===== src/core/regfile_consts.vh =====
// constants for the cpu register file and system register bank
`ifndef REGFILE_CONSTS_VH
`define REGFILE_CONSTS_VH
`define DATA_W 32
`define IDX_W 5
`define PC_W 26
`define STAT_W 8
`define GPR_ZERO 5'h00
`define GPR_BASE 5'h1e
`define SR_INT_PC 5'h00
`define SR_INT_ST 5'h01
`define SR_NMI_PC 5'h02
`define SR_NMI_ST 5'h03
`define SR_CAUSE 5'h04
`define SR_STATUS 5'h05
`define SR_TC_PC 5'h10
`define SR_TC_ST 5'h11
`define SR_DBG_PC 5'h12
`define SR_DBG_ST 5'h13
`define SR_TC_BASE 5'h14
`define STATUS_RESET 8'h20
`define PC_RESET 26'h000_0000
`define PC_STEP 26'h000_0002
`define ZERO32 32'h0000_0000
`endif


===== src/core/cpu_register_file_sysregs.v =====
// cpu register file: gprs, program counter and system register bank
`include "regfile_consts.vh"
// How it works
// RULE1: all general and system registers are 32 bits wide
// RULE2: thirty-two general registers, indices 0 to 31, data or address use
// RULE3: register 0 reads zero and ignores writes
// RULE4: register 30 drives the short load/store base output
// RULE5: pc stores only 26 bits; upper bits read zero
// RULE6: pc increment drops carry out of bit 25
// RULE7: pc bit 0 is always zero
// RULE8: system registers reached only by sysreg load/store by index
// RULE9: fixed index map for saved pc/status, cause, status, table base
// RULE10: cause register readable by store, load cannot write it
// RULE11: reserved indices ignored on write, read as zero
// RULE12: debug pair writable only between debug trap and debug return
// RULE13: bit 0 of restored saved pc ignored on return
// RULE14: interrupt or exception saves pc and status to interrupt pair
// RULE15: nmi saves pc and status to nmi pair instead
// RULE16: saved pc is address of the next instruction
// RULE17: saved pc bits 31-26 and saved status bits 31-8 read zero
// RULE18: interrupt return restores pc and status from interrupt pair
// RULE19: status load takes effect after it, interrupt ack held meanwhile
// RULE20: two gpr read ports, one write port, register 0 bypassed
module cpu_register_file_sysregs #(
   parameter DW = `DATA_W,
   parameter AW = `IDX_W
) (
   input wire i_clock,
   input wire i_rst_n,
   input wire [AW-1:0] i_gpr_ra,
   input wire [AW-1:0] i_gpr_rb,
   input wire i_gpr_we,
   input wire [AW-1:0] i_gpr_wa,
   input wire [DW-1:0] i_gpr_wd,
   output reg [DW-1:0] o_gpr_qa,
   output reg [DW-1:0] o_gpr_qb,
   output reg [DW-1:0] o_short_base,
   input wire i_pc_step,
   input wire i_pc_load,
   input wire [DW-1:0] i_pc_target,
   output reg [DW-1:0] o_pc,
   input wire i_sysreg_load_insn,
   input wire i_sysreg_store_insn,
   input wire [AW-1:0] i_sr_idx,
   input wire [DW-1:0] i_sr_wd,
   output reg [DW-1:0] o_sr_rd,
   input wire i_int_accept,
   input wire i_nmi_accept,
   input wire [DW-1:0] i_next_pc,
   input wire [DW-1:0] i_cause_code,
   input wire [DW-1:0] i_status_in,
   input wire i_status_we,
   input wire i_interrupt_return_insn,
   input wire i_nmi_return,
   input wire i_table_call_return,
   input wire i_debug_return_insn,
   input wire i_debug_trap_insn,
   output reg [DW-1:0] o_status,
   output reg o_ack_hold
);
   reg rst_s1_ff;
   reg rst_s2_ff;
   wire rst_n;
   always @(posedge i_clock or negedge i_rst_n) begin
      if (!i_rst_n) begin
         rst_s1_ff <= 1'b0;
         rst_s2_ff <= 1'b0;
      end else begin
         rst_s1_ff <= 1'b1;
         rst_s2_ff <= rst_s1_ff;
      end
   end
   assign rst_n = rst_s2_ff;

   function [DW-1:0] pc_ext;
      input [`PC_W-1:0] p;
      begin
         pc_ext = {{(DW-`PC_W){1'b0}}, p};
      end
   endfunction
   function [`PC_W-1:0] pc_even;
      input [DW-1:0] v;
      begin
         pc_even = {v[`PC_W-1:1], 1'b0};
      end
   endfunction
   function [DW-1:0] st_ext;
      input [`STAT_W-1:0] s;
      begin
         st_ext = {{(DW-`STAT_W){1'b0}}, s};
      end
   endfunction

   // registered read data, write port through the storage module
   wire [DW-1:0] qa;
   wire [DW-1:0] qb;
   reg zero_a_ff;
   reg zero_b_ff;
   reg [DW-1:0] base_ff;
   gpr_mem #(.DW(DW), .AW(AW)) u_gpr (
      .i_clock(i_clock),
      .i_rst_n(rst_n),
      .i_ra(i_gpr_ra),
      .i_rb(i_gpr_rb),
      .i_we(i_gpr_we),
      .i_wa(i_gpr_wa),
      .i_wd(i_gpr_wd),
      .o_qa(qa),
      .o_qb(qb)
   ); // [RULE1] [RULE2] [RULE20]

   always @(posedge i_clock or negedge rst_n) begin
      if (!rst_n) begin
         zero_a_ff <= 1'b1;
         zero_b_ff <= 1'b1;
         base_ff <= `ZERO32;
      end else begin
         zero_a_ff <= (i_gpr_ra == `GPR_ZERO); // [RULE20]
         zero_b_ff <= (i_gpr_rb == `GPR_ZERO); // [RULE20]
         if (i_gpr_we && i_gpr_wa == `GPR_BASE) begin
            base_ff <= i_gpr_wd; // [RULE4]
         end
      end
   end
   // muxing after the memory flops keeps zero reads independent of storage
   always @* begin
      o_gpr_qa = zero_a_ff ? `ZERO32 : qa; // [RULE3]
      o_gpr_qb = zero_b_ff ? `ZERO32 : qb; // [RULE3]
      o_short_base = base_ff; // [RULE4]
   end

   reg [`PC_W-1:0] pc_ff;
   reg [`PC_W-1:0] nxt_pc;
   reg [`PC_W-1:0] int_pc_ff;
   reg [`PC_W-1:0] nmi_pc_ff;
   reg [`PC_W-1:0] tc_pc_ff;
   reg [`PC_W-1:0] dbg_pc_ff;
   reg [`STAT_W-1:0] int_st_ff;
   reg [`STAT_W-1:0] nmi_st_ff;
   reg [`STAT_W-1:0] tc_st_ff;
   reg [`STAT_W-1:0] dbg_st_ff;
   reg [`STAT_W-1:0] status_ff;
   reg [DW-1:0] cause_ff;
   reg [DW-1:0] tc_base_ff;
   reg dbg_win_ff;
   reg hold_ff;
   reg [DW-1:0] rd_ff;
   reg [DW-1:0] nxt_rd;

   wire ld = i_sysreg_load_insn;
   wire wr_dbg = ld && dbg_win_ff; // [RULE12]
   wire any_save = i_int_accept || i_nmi_accept;

   always @* begin
      nxt_pc = pc_ff;
      if (i_interrupt_return_insn) begin
         nxt_pc = {int_pc_ff[`PC_W-1:1], 1'b0}; // [RULE13] [RULE18]
      end else if (i_nmi_return) begin
         nxt_pc = {nmi_pc_ff[`PC_W-1:1], 1'b0}; // [RULE13]
      end else if (i_table_call_return) begin
         nxt_pc = {tc_pc_ff[`PC_W-1:1], 1'b0}; // [RULE13]
      end else if (i_debug_return_insn) begin
         nxt_pc = {dbg_pc_ff[`PC_W-1:1], 1'b0};
      end else if (i_pc_load) begin
         nxt_pc = pc_even(i_pc_target); // [RULE7]
      end else if (i_pc_step) begin
         nxt_pc = pc_ff + `PC_STEP; // [RULE6]
      end
      nxt_pc[0] = 1'b0; // [RULE7] [RULE13]
   end

   always @(posedge i_clock or negedge rst_n) begin
      if (!rst_n) begin
         pc_ff <= `PC_RESET;
         int_pc_ff <= `PC_RESET;
         nmi_pc_ff <= `PC_RESET;
         tc_pc_ff <= `PC_RESET;
         dbg_pc_ff <= `PC_RESET;
         int_st_ff <= `STATUS_RESET;
         nmi_st_ff <= `STATUS_RESET;
         tc_st_ff <= `STATUS_RESET;
         dbg_st_ff <= `STATUS_RESET;
         status_ff <= `STATUS_RESET;
         cause_ff <= `ZERO32;
         tc_base_ff <= `ZERO32;
         dbg_win_ff <= 1'b0;
         hold_ff <= 1'b0;
      end else begin
         pc_ff <= nxt_pc; // [RULE5]
         if (i_debug_trap_insn) begin
            dbg_win_ff <= 1'b1; // [RULE12]
         end else if (i_debug_return_insn) begin
            dbg_win_ff <= 1'b0; // [RULE12]
         end
         if (any_save) begin
            cause_ff <= i_cause_code;
         end
         hold_ff <= ld && i_sr_idx == `SR_STATUS; // [RULE19]
         if (i_interrupt_return_insn) begin
            status_ff <= int_st_ff; // [RULE18]
         end else if (i_nmi_return) begin
            status_ff <= nmi_st_ff;
         end else if (i_table_call_return) begin
            status_ff <= tc_st_ff;
         end else if (i_debug_return_insn) begin
            status_ff <= dbg_st_ff;
         end else if (ld && i_sr_idx == `SR_STATUS) begin
            status_ff <= i_sr_wd[`STAT_W-1:0]; // [RULE19]
         end else if (i_status_we) begin
            status_ff <= i_status_in[`STAT_W-1:0];
         end
         // hardware save wins over a software load in the same cycle
         if (i_nmi_accept) begin
            nmi_pc_ff <= pc_even(i_next_pc); // [RULE15] [RULE16]
            nmi_st_ff <= status_ff; // [RULE15]
         end else if (ld && i_sr_idx == `SR_NMI_PC) begin
            nmi_pc_ff <= i_sr_wd[`PC_W-1:0]; // [RULE8] [RULE9]
         end else if (ld && i_sr_idx == `SR_NMI_ST) begin
            nmi_st_ff <= i_sr_wd[`STAT_W-1:0]; // [RULE17]
         end
         if (i_int_accept && !i_nmi_accept) begin
            int_pc_ff <= pc_even(i_next_pc); // [RULE14] [RULE16]
            int_st_ff <= status_ff; // [RULE14]
         end else if (ld && i_sr_idx == `SR_INT_PC) begin
            int_pc_ff <= i_sr_wd[`PC_W-1:0]; // [RULE9] [RULE17]
         end else if (ld && i_sr_idx == `SR_INT_ST) begin
            int_st_ff <= i_sr_wd[`STAT_W-1:0]; // [RULE17]
         end
         if (ld && i_sr_idx == `SR_TC_PC) begin
            tc_pc_ff <= i_sr_wd[`PC_W-1:0]; // [RULE9]
         end
         if (ld && i_sr_idx == `SR_TC_ST) begin
            tc_st_ff <= i_sr_wd[`STAT_W-1:0];
         end
         if (wr_dbg && i_sr_idx == `SR_DBG_PC) begin
            dbg_pc_ff <= i_sr_wd[`PC_W-1:0]; // [RULE12]
         end
         if (wr_dbg && i_sr_idx == `SR_DBG_ST) begin
            dbg_st_ff <= i_sr_wd[`STAT_W-1:0]; // [RULE12]
         end
         if (ld && i_sr_idx == `SR_TC_BASE) begin
            tc_base_ff <= i_sr_wd; // [RULE1]
         end
      end
   end

   // cause has no load path at all; reserved indices read zero
   always @* begin
      nxt_rd = `ZERO32;
      case (i_sr_idx)
         `SR_INT_PC: nxt_rd = pc_ext(int_pc_ff); // [RULE17]
         `SR_INT_ST: nxt_rd = st_ext(int_st_ff); // [RULE17]
         `SR_NMI_PC: nxt_rd = pc_ext(nmi_pc_ff);
         `SR_NMI_ST: nxt_rd = st_ext(nmi_st_ff);
         `SR_CAUSE: nxt_rd = cause_ff; // [RULE10]
         `SR_STATUS: nxt_rd = st_ext(status_ff);
         `SR_TC_PC: nxt_rd = pc_ext(tc_pc_ff);
         `SR_TC_ST: nxt_rd = st_ext(tc_st_ff);
         `SR_DBG_PC: nxt_rd = pc_ext(dbg_pc_ff);
         `SR_DBG_ST: nxt_rd = st_ext(dbg_st_ff);
         `SR_TC_BASE: nxt_rd = tc_base_ff;
         default: nxt_rd = `ZERO32; // [RULE11]
      endcase
   end

   always @(posedge i_clock or negedge rst_n) begin
      if (!rst_n) begin
         rd_ff <= `ZERO32;
      end else if (i_sysreg_store_insn) begin
         rd_ff <= nxt_rd; // [RULE8] [RULE9]
      end
   end

   always @* begin
      o_pc = pc_ext(pc_ff); // [RULE5]
      o_sr_rd = rd_ff;
      o_status = st_ext(status_ff);
      o_ack_hold = hold_ff | (ld && i_sr_idx == `SR_STATUS); // [RULE19]
   end
endmodule


===== src/core/gpr_mem.v =====
// general-purpose register storage, two registered read ports, one write
`include "regfile_consts.vh"
module gpr_mem #(
   parameter DW = `DATA_W,
   parameter AW = `IDX_W
) (
   input wire i_clock,
   input wire i_rst_n,
   input wire [AW-1:0] i_ra,
   input wire [AW-1:0] i_rb,
   input wire i_we,
   input wire [AW-1:0] i_wa,
   input wire [DW-1:0] i_wd,
   output reg [DW-1:0] o_qa,
   output reg [DW-1:0] o_qb
);
   reg [DW-1:0] mem_ff [0:(1<<AW)-1];
   integer k;
   always @(posedge i_clock or negedge i_rst_n) begin
      if (!i_rst_n) begin
         for (k = 0; k < (1<<AW); k = k + 1) begin
            mem_ff[k] <= `ZERO32;
         end
      end else if (i_we && i_wa != `GPR_ZERO) begin
         mem_ff[i_wa] <= i_wd;
      end
   end
   always @(posedge i_clock or negedge i_rst_n) begin
      if (!i_rst_n) begin
         o_qa <= `ZERO32;
         o_qb <= `ZERO32;
      end else begin
         o_qa <= mem_ff[i_ra];
         o_qb <= mem_ff[i_rb];
      end
   end
endmodule


===== config.mk =====
export PLATFORM = sky130hd
export DESIGN_NAME = cpu_register_file_sysregs
export DESIGN_NICKNAME = d
export VERILOG_FILES = /design/src/core/cpu_register_file_sysregs.v /design/src/core/gpr_mem.v
export VERILOG_INCLUDE_DIRS = /design/src /design/src/core
export SDC_FILE = /design/constraint.sdc
export NUM_CORES = 2
export LEC_CHECK = 0
export ABC_AREA = 1
export BUFFER_PORTS_ARGS = -buffer_cell sky130_fd_sc_hd__buf_2
export CAP_MARGIN = 20
export CORE_ASPECT_RATIO = 0.9
export CORE_MARGIN = 2
export CORE_UTILIZATION = 57
export CTS_CLUSTER_SIZE = 14
export DETAILED_ROUTE_END_ITERATION = 10
export PLACE_DENSITY_LB_ADDON = 0.1
export SYNTH_ARGS = -nofsm -noshare
export SYNTH_HDL_FRONTEND = slang
export SYNTH_SLANG_ARGS = --single-unit

===== constraint.sdc =====
create_clock -name i_clock -period 50.1 [get_ports i_clock]
set_input_delay 7.515 -clock i_clock [delete_from_list [all_inputs] [get_ports i_clock]]
set_output_delay 7.515 -clock i_clock [all_outputs]
set_load 0.005 [all_outputs]

# Yosys cells after proc, flatten, opt, wreduce, memory -nomap -nowiden
# Cells that the tools add are included.
# word_totals
regBits	1391
input_bits	227
# op_classes
n_addsub	1
order_cmp	4
eq_ne	13
muxes	36
n_bitwise	4
n_reduce_logical	30
# op_table
cell	n
$bwmux W1024	1
$pmux W32 S11	1
$bmux W32 S5	2
$mux W26	10
$mux W32	7
$demux W32 S5	1
$mux W8	12
$eq A5 B5 Y1 const B	6
$add A26 B2 Y26 const B	1
$ge A6 B6 Y1 const B	3
$not A5 Y6	3
$logic_and A1 B1 Y1	15
$logic_not A5 Y1	3
$reduce_bool A6 Y1	2
$eq A5 B2 Y1 const B	2
$eq A5 B3 Y1 const B	2
$reduce_bool A2 Y1	5
$lt A6 B1 Y1 const B	1
$eq A5 B1 Y1 const B	1
$reduce_bool A5 Y1	1
$ne A2 B2 Y1 const B	2
$reduce_and A2 Y1	2
$mux W1	2
$logic_not A1 Y1	1
other kinds (2)	2

# Depth between registers and ports, before layout
# depth
ltp_word	7
mapped_depth	12
mapped_depth_nobuf	12

# Cells and area by module
# From an unflattened synthesis, not the netlist that was laid out.
# hier_totals
cells_unflattened	10243
hier_area_um2	73496.7
# modules_own_cells
mod	n_inst	cells_each	area_per_inst_um2	seq_area_each_um2
gpr_mem	1	8334	57711.6	27226.1
cpu_register_file_sysregs	1	1909	15785.1	7591.0

# Least setup slack after synthesis
# OpenSTA, ideal clock, no wires.
# synth_timing
path_kind	input to output
start	input port i_sr_idx[4]
end	output port o_ack_hold
arrival_time_ps	8638
t_required_ps	42585
path_slack_ps	33947
stages	6
path_buffers	2
path_cell_list	buf_2 -> inv_2 -> nand3_1 -> nor2_2 -> buf_2 -> or2_2
# synth_via
elab_chain_len	3
# synth_rtl
element	line	source
start: declaration	cpu_register_file_sysregs.v:44	input wire [AW-1:0] i_sr_idx,
$eq A5 B3 Y1	--	
$logic_and A1 B1 Y1 (no source line)	--	
$or A1 B1 Y1	cpu_register_file_sysregs.v:278	o_ack_hold = hold_ff | (ld && i_sr_idx == `SR_STATUS);
end: declaration	cpu_register_file_sysregs.v:59	output reg o_ack_hold
# No other way between the ends.

# Final worst setup path
# Ends and elaborated chain as after synthesis.

==> parameters.txt <==
Parameter                              Value

Synth
  Number of unique standard cell types used by synthesis ... 39
  Post-synthesis cell count ... 9230
  Synth top area share ... 0.487
  Portion of the post-synthesis area used by sequential elements ... 0.489
  Total of flip-flops plus latches after synthesis ... roughly 1400
  Number of warnings issued by yosys ... 0
  EDFF count, synth ... 0
  Primary FF master, synth ... sky130_fd_sc_hd__dfrtp_1
  Share of async-settable or async-resettable flops after synthesis ... 1.00
  Synthesized area per cell ... 7.71 µm²
  Biggest area consumer among synthesized cells ... sky130_fd_sc_hd__dfrtp_1
  Post-synth design cell area ... 0.0712 mm²
  Cells taking the most area after synthesis ... sky130_fd_sc_hd__dfrtp_1, sky130_fd_sc_hd__o21ai_0, sky130_fd_sc_hd__nand2_1, sky130_fd_sc_hd__nor2_1, sky130_fd_sc_hd__a21oi_1

Place
  Port Buffer Count ... 350
  Half-perimeter wire length after placement ... 156 mm
  Post-placement cell count ... 10475
  Gp weighted congestion ... 0.957

Clocking
  Cts bufs inserted ... 146
  Skew-Pair Late Insertion Delay ... 0.82 ns
  Number of gates given a new drive strength after cts ... 0
  Buffer depth of the longest clock path ... 3
  Register clock-pin slew on the reported worst setup and hold paths ... 0.06 ns
  Clock root buffer master ... sky130_fd_sc_hd__clkbuf_16
  Count of hold-fix buffers inserted at cts ... 0
  Setup Buffers After CTS ... 0
  H-tree lvl count ... 4
  Clock sink total ... 1391
  CTS tree ... built

GRT
  Global-route congestion overflow total ... 0
  Via count of the first global-routing pass ... approximately 64000
  Pin count of the biggest net entering global routing ... 178
  Overall fraction of global-route tracks in use ... 0.423
  First-pass GRT wire length ... slightly above 400 mm
  Initial antenna violation count ... 21

Worst setup path
  Data required, critical path ... 42.59 ns
  CP Data Arrival Time ... 9.43 ns
  Worst Setup End Kind ... output pin
  Maximum fanout along the worst path ... 18
  Critical path type ... in2out
  Startpoint type of the worst setup path ... input port

Job
  # Max-Cap Violations ... 0

Power
  Peak supply drop ... 0.0000304 V
  Part of the total power dissipated in the clock network ... 0.357
  PwrDens ... 41.0 mW/mm²
  Net switching power ... 997 µW
  Overall Power ... ~3.2 mW
  Internal Power ... 2.20 mW
  LEAKAGE ... 35.1 nW
  Sequential group share of total power ... 0.462
  Comb pwr share ... 0.181
  Switching part of the total power ... 0.312

Routing
  Remaining antenna violation count ... 0
  DRC viols ... 0
  Vias ... 69860
  DR iter-0 viols ... 10589
  Total iterations of the first detailed-routing run ... 7
  Average wire per cell in the routed design ... 25.4 µm
  Final Routed Wirelength ... 274 mm
  Vias per inst ... 6.49

Timing
  Final-layout setup total negative slack ... 0 ns
  Slew Viols, Final ... 0
  Setup clock skew after layout ... 0.0266 ns
  # setup viols final ... 0
  Slew Limit Headroom ... 0.191
  Fin crit period ... approximately 17 ns
  Achievable Freq ... 0.0590 GHz
  Setup repair after global routing missed its margin ... no
  Final hold violation count ... 0
  Final Cycle Share ... 0.338
  Tightest Pin Transition ... 1.21 ns

Final layout
  Layout cell share with drive strength beyond 1 ... 0.0856
  Non-filler instance count after layout ... 10764
  Filler cell count ... roughly 11000
  Sequential cell area in the final layout ... 0.0348 mm²
  Signed area change from the synthesized netlist to the final layout ... 9.62%
  Number of nets in the layout ... 9244
  Area of combinational cells with multiple inputs ... 0.0313 mm²

Die
  DIE AREA ... 0.128 mm²
  Number of standard-cell rows in the floorplan ... around 120
  Die Span Y ... between 300 and 400 µm
  Initial core utilization ... 0.576
  Die W ... 376 µm
  Std-Cell Core Area ... roughly 0.12 mm²
  Boundary pin count ... 420

Hold path
  Worst hold path class ... reg2reg

Status
  Run status ... finished, final reports clean
## critical path, cell delays in order
cell and delay [ns]:
sky130_fd_sc_hd__buf_2 0.15, sky130_fd_sc_hd__inv_2 0.15, sky130_fd_sc_hd__nand3_1 0.47, sky130_fd_sc_hd__nor2_2 0.78, sky130_fd_sc_hd__or2_2 0.24, sky130_fd_sc_hd__buf_2 0.11
## per-stage QoR
stage          worst slack [ns]  hold slack [ns]  utilization  instance area [µm²]
4_1_cts                   33.24            0.357        0.631                77900
3_5_place_dp              33.24            0.343        0.590                72900
2_1_floorplan              8.47            0.331            -                71300
5_1_grt                   33.11            0.358        0.632                78000
6_report                  33.16            0.354        0.632                78000
3_3_place_gp              33.30            0.340        0.590                72800
## final timing paths
check / slack, ns / endpoint / cells after the start / startpoint
max reg2reg: 46.03 / dbg_st_ff[5] / 5 / rst_n
max in group asynchronous: 43.50 / rst_n / 1 / i_rst_n
min in group asynchronous: 0.37 / u_gpr.mem_ff[896] / 0 / rst_n
max: 33.16 / o_ack_hold / 6 / i_sr_idx[4]
min reg2reg: 0.35 / rst_n / 0 / rst_s1_ff
min: 0.35 / rst_n / 0 / rst_s1_ff
## placed cells by master (no fill, tap or decap), types with 11 or more instances in the layout
| cell | count |
|---|---|
| sky130_fd_sc_hd__nor2_1 | 1232 |
| sky130_fd_sc_hd__a21oi_1 | 873 |
| sky130_fd_sc_hd__o21ai_0 | 1831 |
| sky130_fd_sc_hd__dfrtp_1 | 1383 |
| sky130_fd_sc_hd__bufinv_16 | 11 |
| sky130_fd_sc_hd__nor3_1 | 36 |
| sky130_fd_sc_hd__a22o_1 | 14 |
| sky130_fd_sc_hd__o21a_1 | 17 |
| sky130_fd_sc_hd__clkbuf_1 | 30 |
| sky130_fd_sc_hd__buf_4 | 111 |
| sky130_fd_sc_hd__clkbuf_8 | 41 |
| sky130_fd_sc_hd__nor2_4 | 16 |
| sky130_fd_sc_hd__clkbuf_16 | 149 |
| sky130_fd_sc_hd__nand2_1 | 1384 |
| sky130_fd_sc_hd__nand4_1 | 21 |
| sky130_fd_sc_hd__clkinv_2 | 23 |
| sky130_fd_sc_hd__inv_1 | 504 |
| sky130_fd_sc_hd__a31oi_1 | 35 |
| sky130_fd_sc_hd__buf_2 | 344 |
| sky130_fd_sc_hd__conb_1 | 32 |
| sky130_fd_sc_hd__nand3_1 | 240 |
| sky130_fd_sc_hd__nand2_2 | 13 |
| sky130_fd_sc_hd__o22ai_1 | 73 |
| sky130_fd_sc_hd__a221oi_1 | 29 |
| sky130_fd_sc_hd__o221ai_1 | 209 |
| sky130_fd_sc_hd__o211ai_1 | 255 |
| sky130_fd_sc_hd__o21ai_1 | 128 |
| sky130_fd_sc_hd__diode_2 | 16 |
## layout make-up
class                      instances  share of cell area
antenna                           16            0.000513
clock buffer                     220              0.0565
clock inverter                    48             0.00763
tap                             1612              0.0258
sequential                      1391               0.446
timing repair buffer             471              0.0370
multi-input combinational       6486               0.401
inverter                         520              0.0256
## cells in the mapped netlist, types with 74 or more instances
cell type                  number
sky130_fd_sc_hd__a21oi_1      873
sky130_fd_sc_hd__buf_2         74
sky130_fd_sc_hd__clkbuf_1     706
sky130_fd_sc_hd__dfrtp_1     1384
sky130_fd_sc_hd__inv_1        509
sky130_fd_sc_hd__nand2_1     1397
sky130_fd_sc_hd__nand3_1      245
sky130_fd_sc_hd__nor2_1      1241
sky130_fd_sc_hd__o211ai_1     255
sky130_fd_sc_hd__o21ai_0     1831
sky130_fd_sc_hd__o21ai_1      128
sky130_fd_sc_hd__o221ai_1     209
## registers in the layout, summed over array words and instances, names as in the netlist, 25 cells and up
signal,count
u_gpr.o_qa,32
tc_pc_ff,26
tc_base_ff,32
u_gpr.mem_ff,1024
nmi_pc_ff,26
pc_ff,25
o_sr_rd,32
int_pc_ff,26
cause_ff,32
dbg_pc_ff,26
o_short_base,32
u_gpr.o_qb,32
## power by group through the flow
stage	clock network (mW)	registers, mW	logic, mW
final	1.14	1.48	0.580
after CTS	1.15	1.47	0.567
after floorplan	0	1.48	0.384
after global routing	1.19	1.50	0.654
after detailed placement	0	1.49	0.564
after global placement	0	1.48	0.545
## metal layers
layer,GRT usage,part of all wire
met2,0.575,0.41
met3,0.162,0.16
met1,0.595,0.39
met4,0.195,0.044
met5,0.0104,0.00090
## logic make-up after synthesis
logic type,share of synthesized area
compound gates,0.270
mux,0.000475
buf+inv,0.0760
other cells,0.000106
flops,0.489
simple gates,0.163
xor+xnor,0.000738
fa+ha+maj,0.000176
Power figures use the tool's default switching activity.
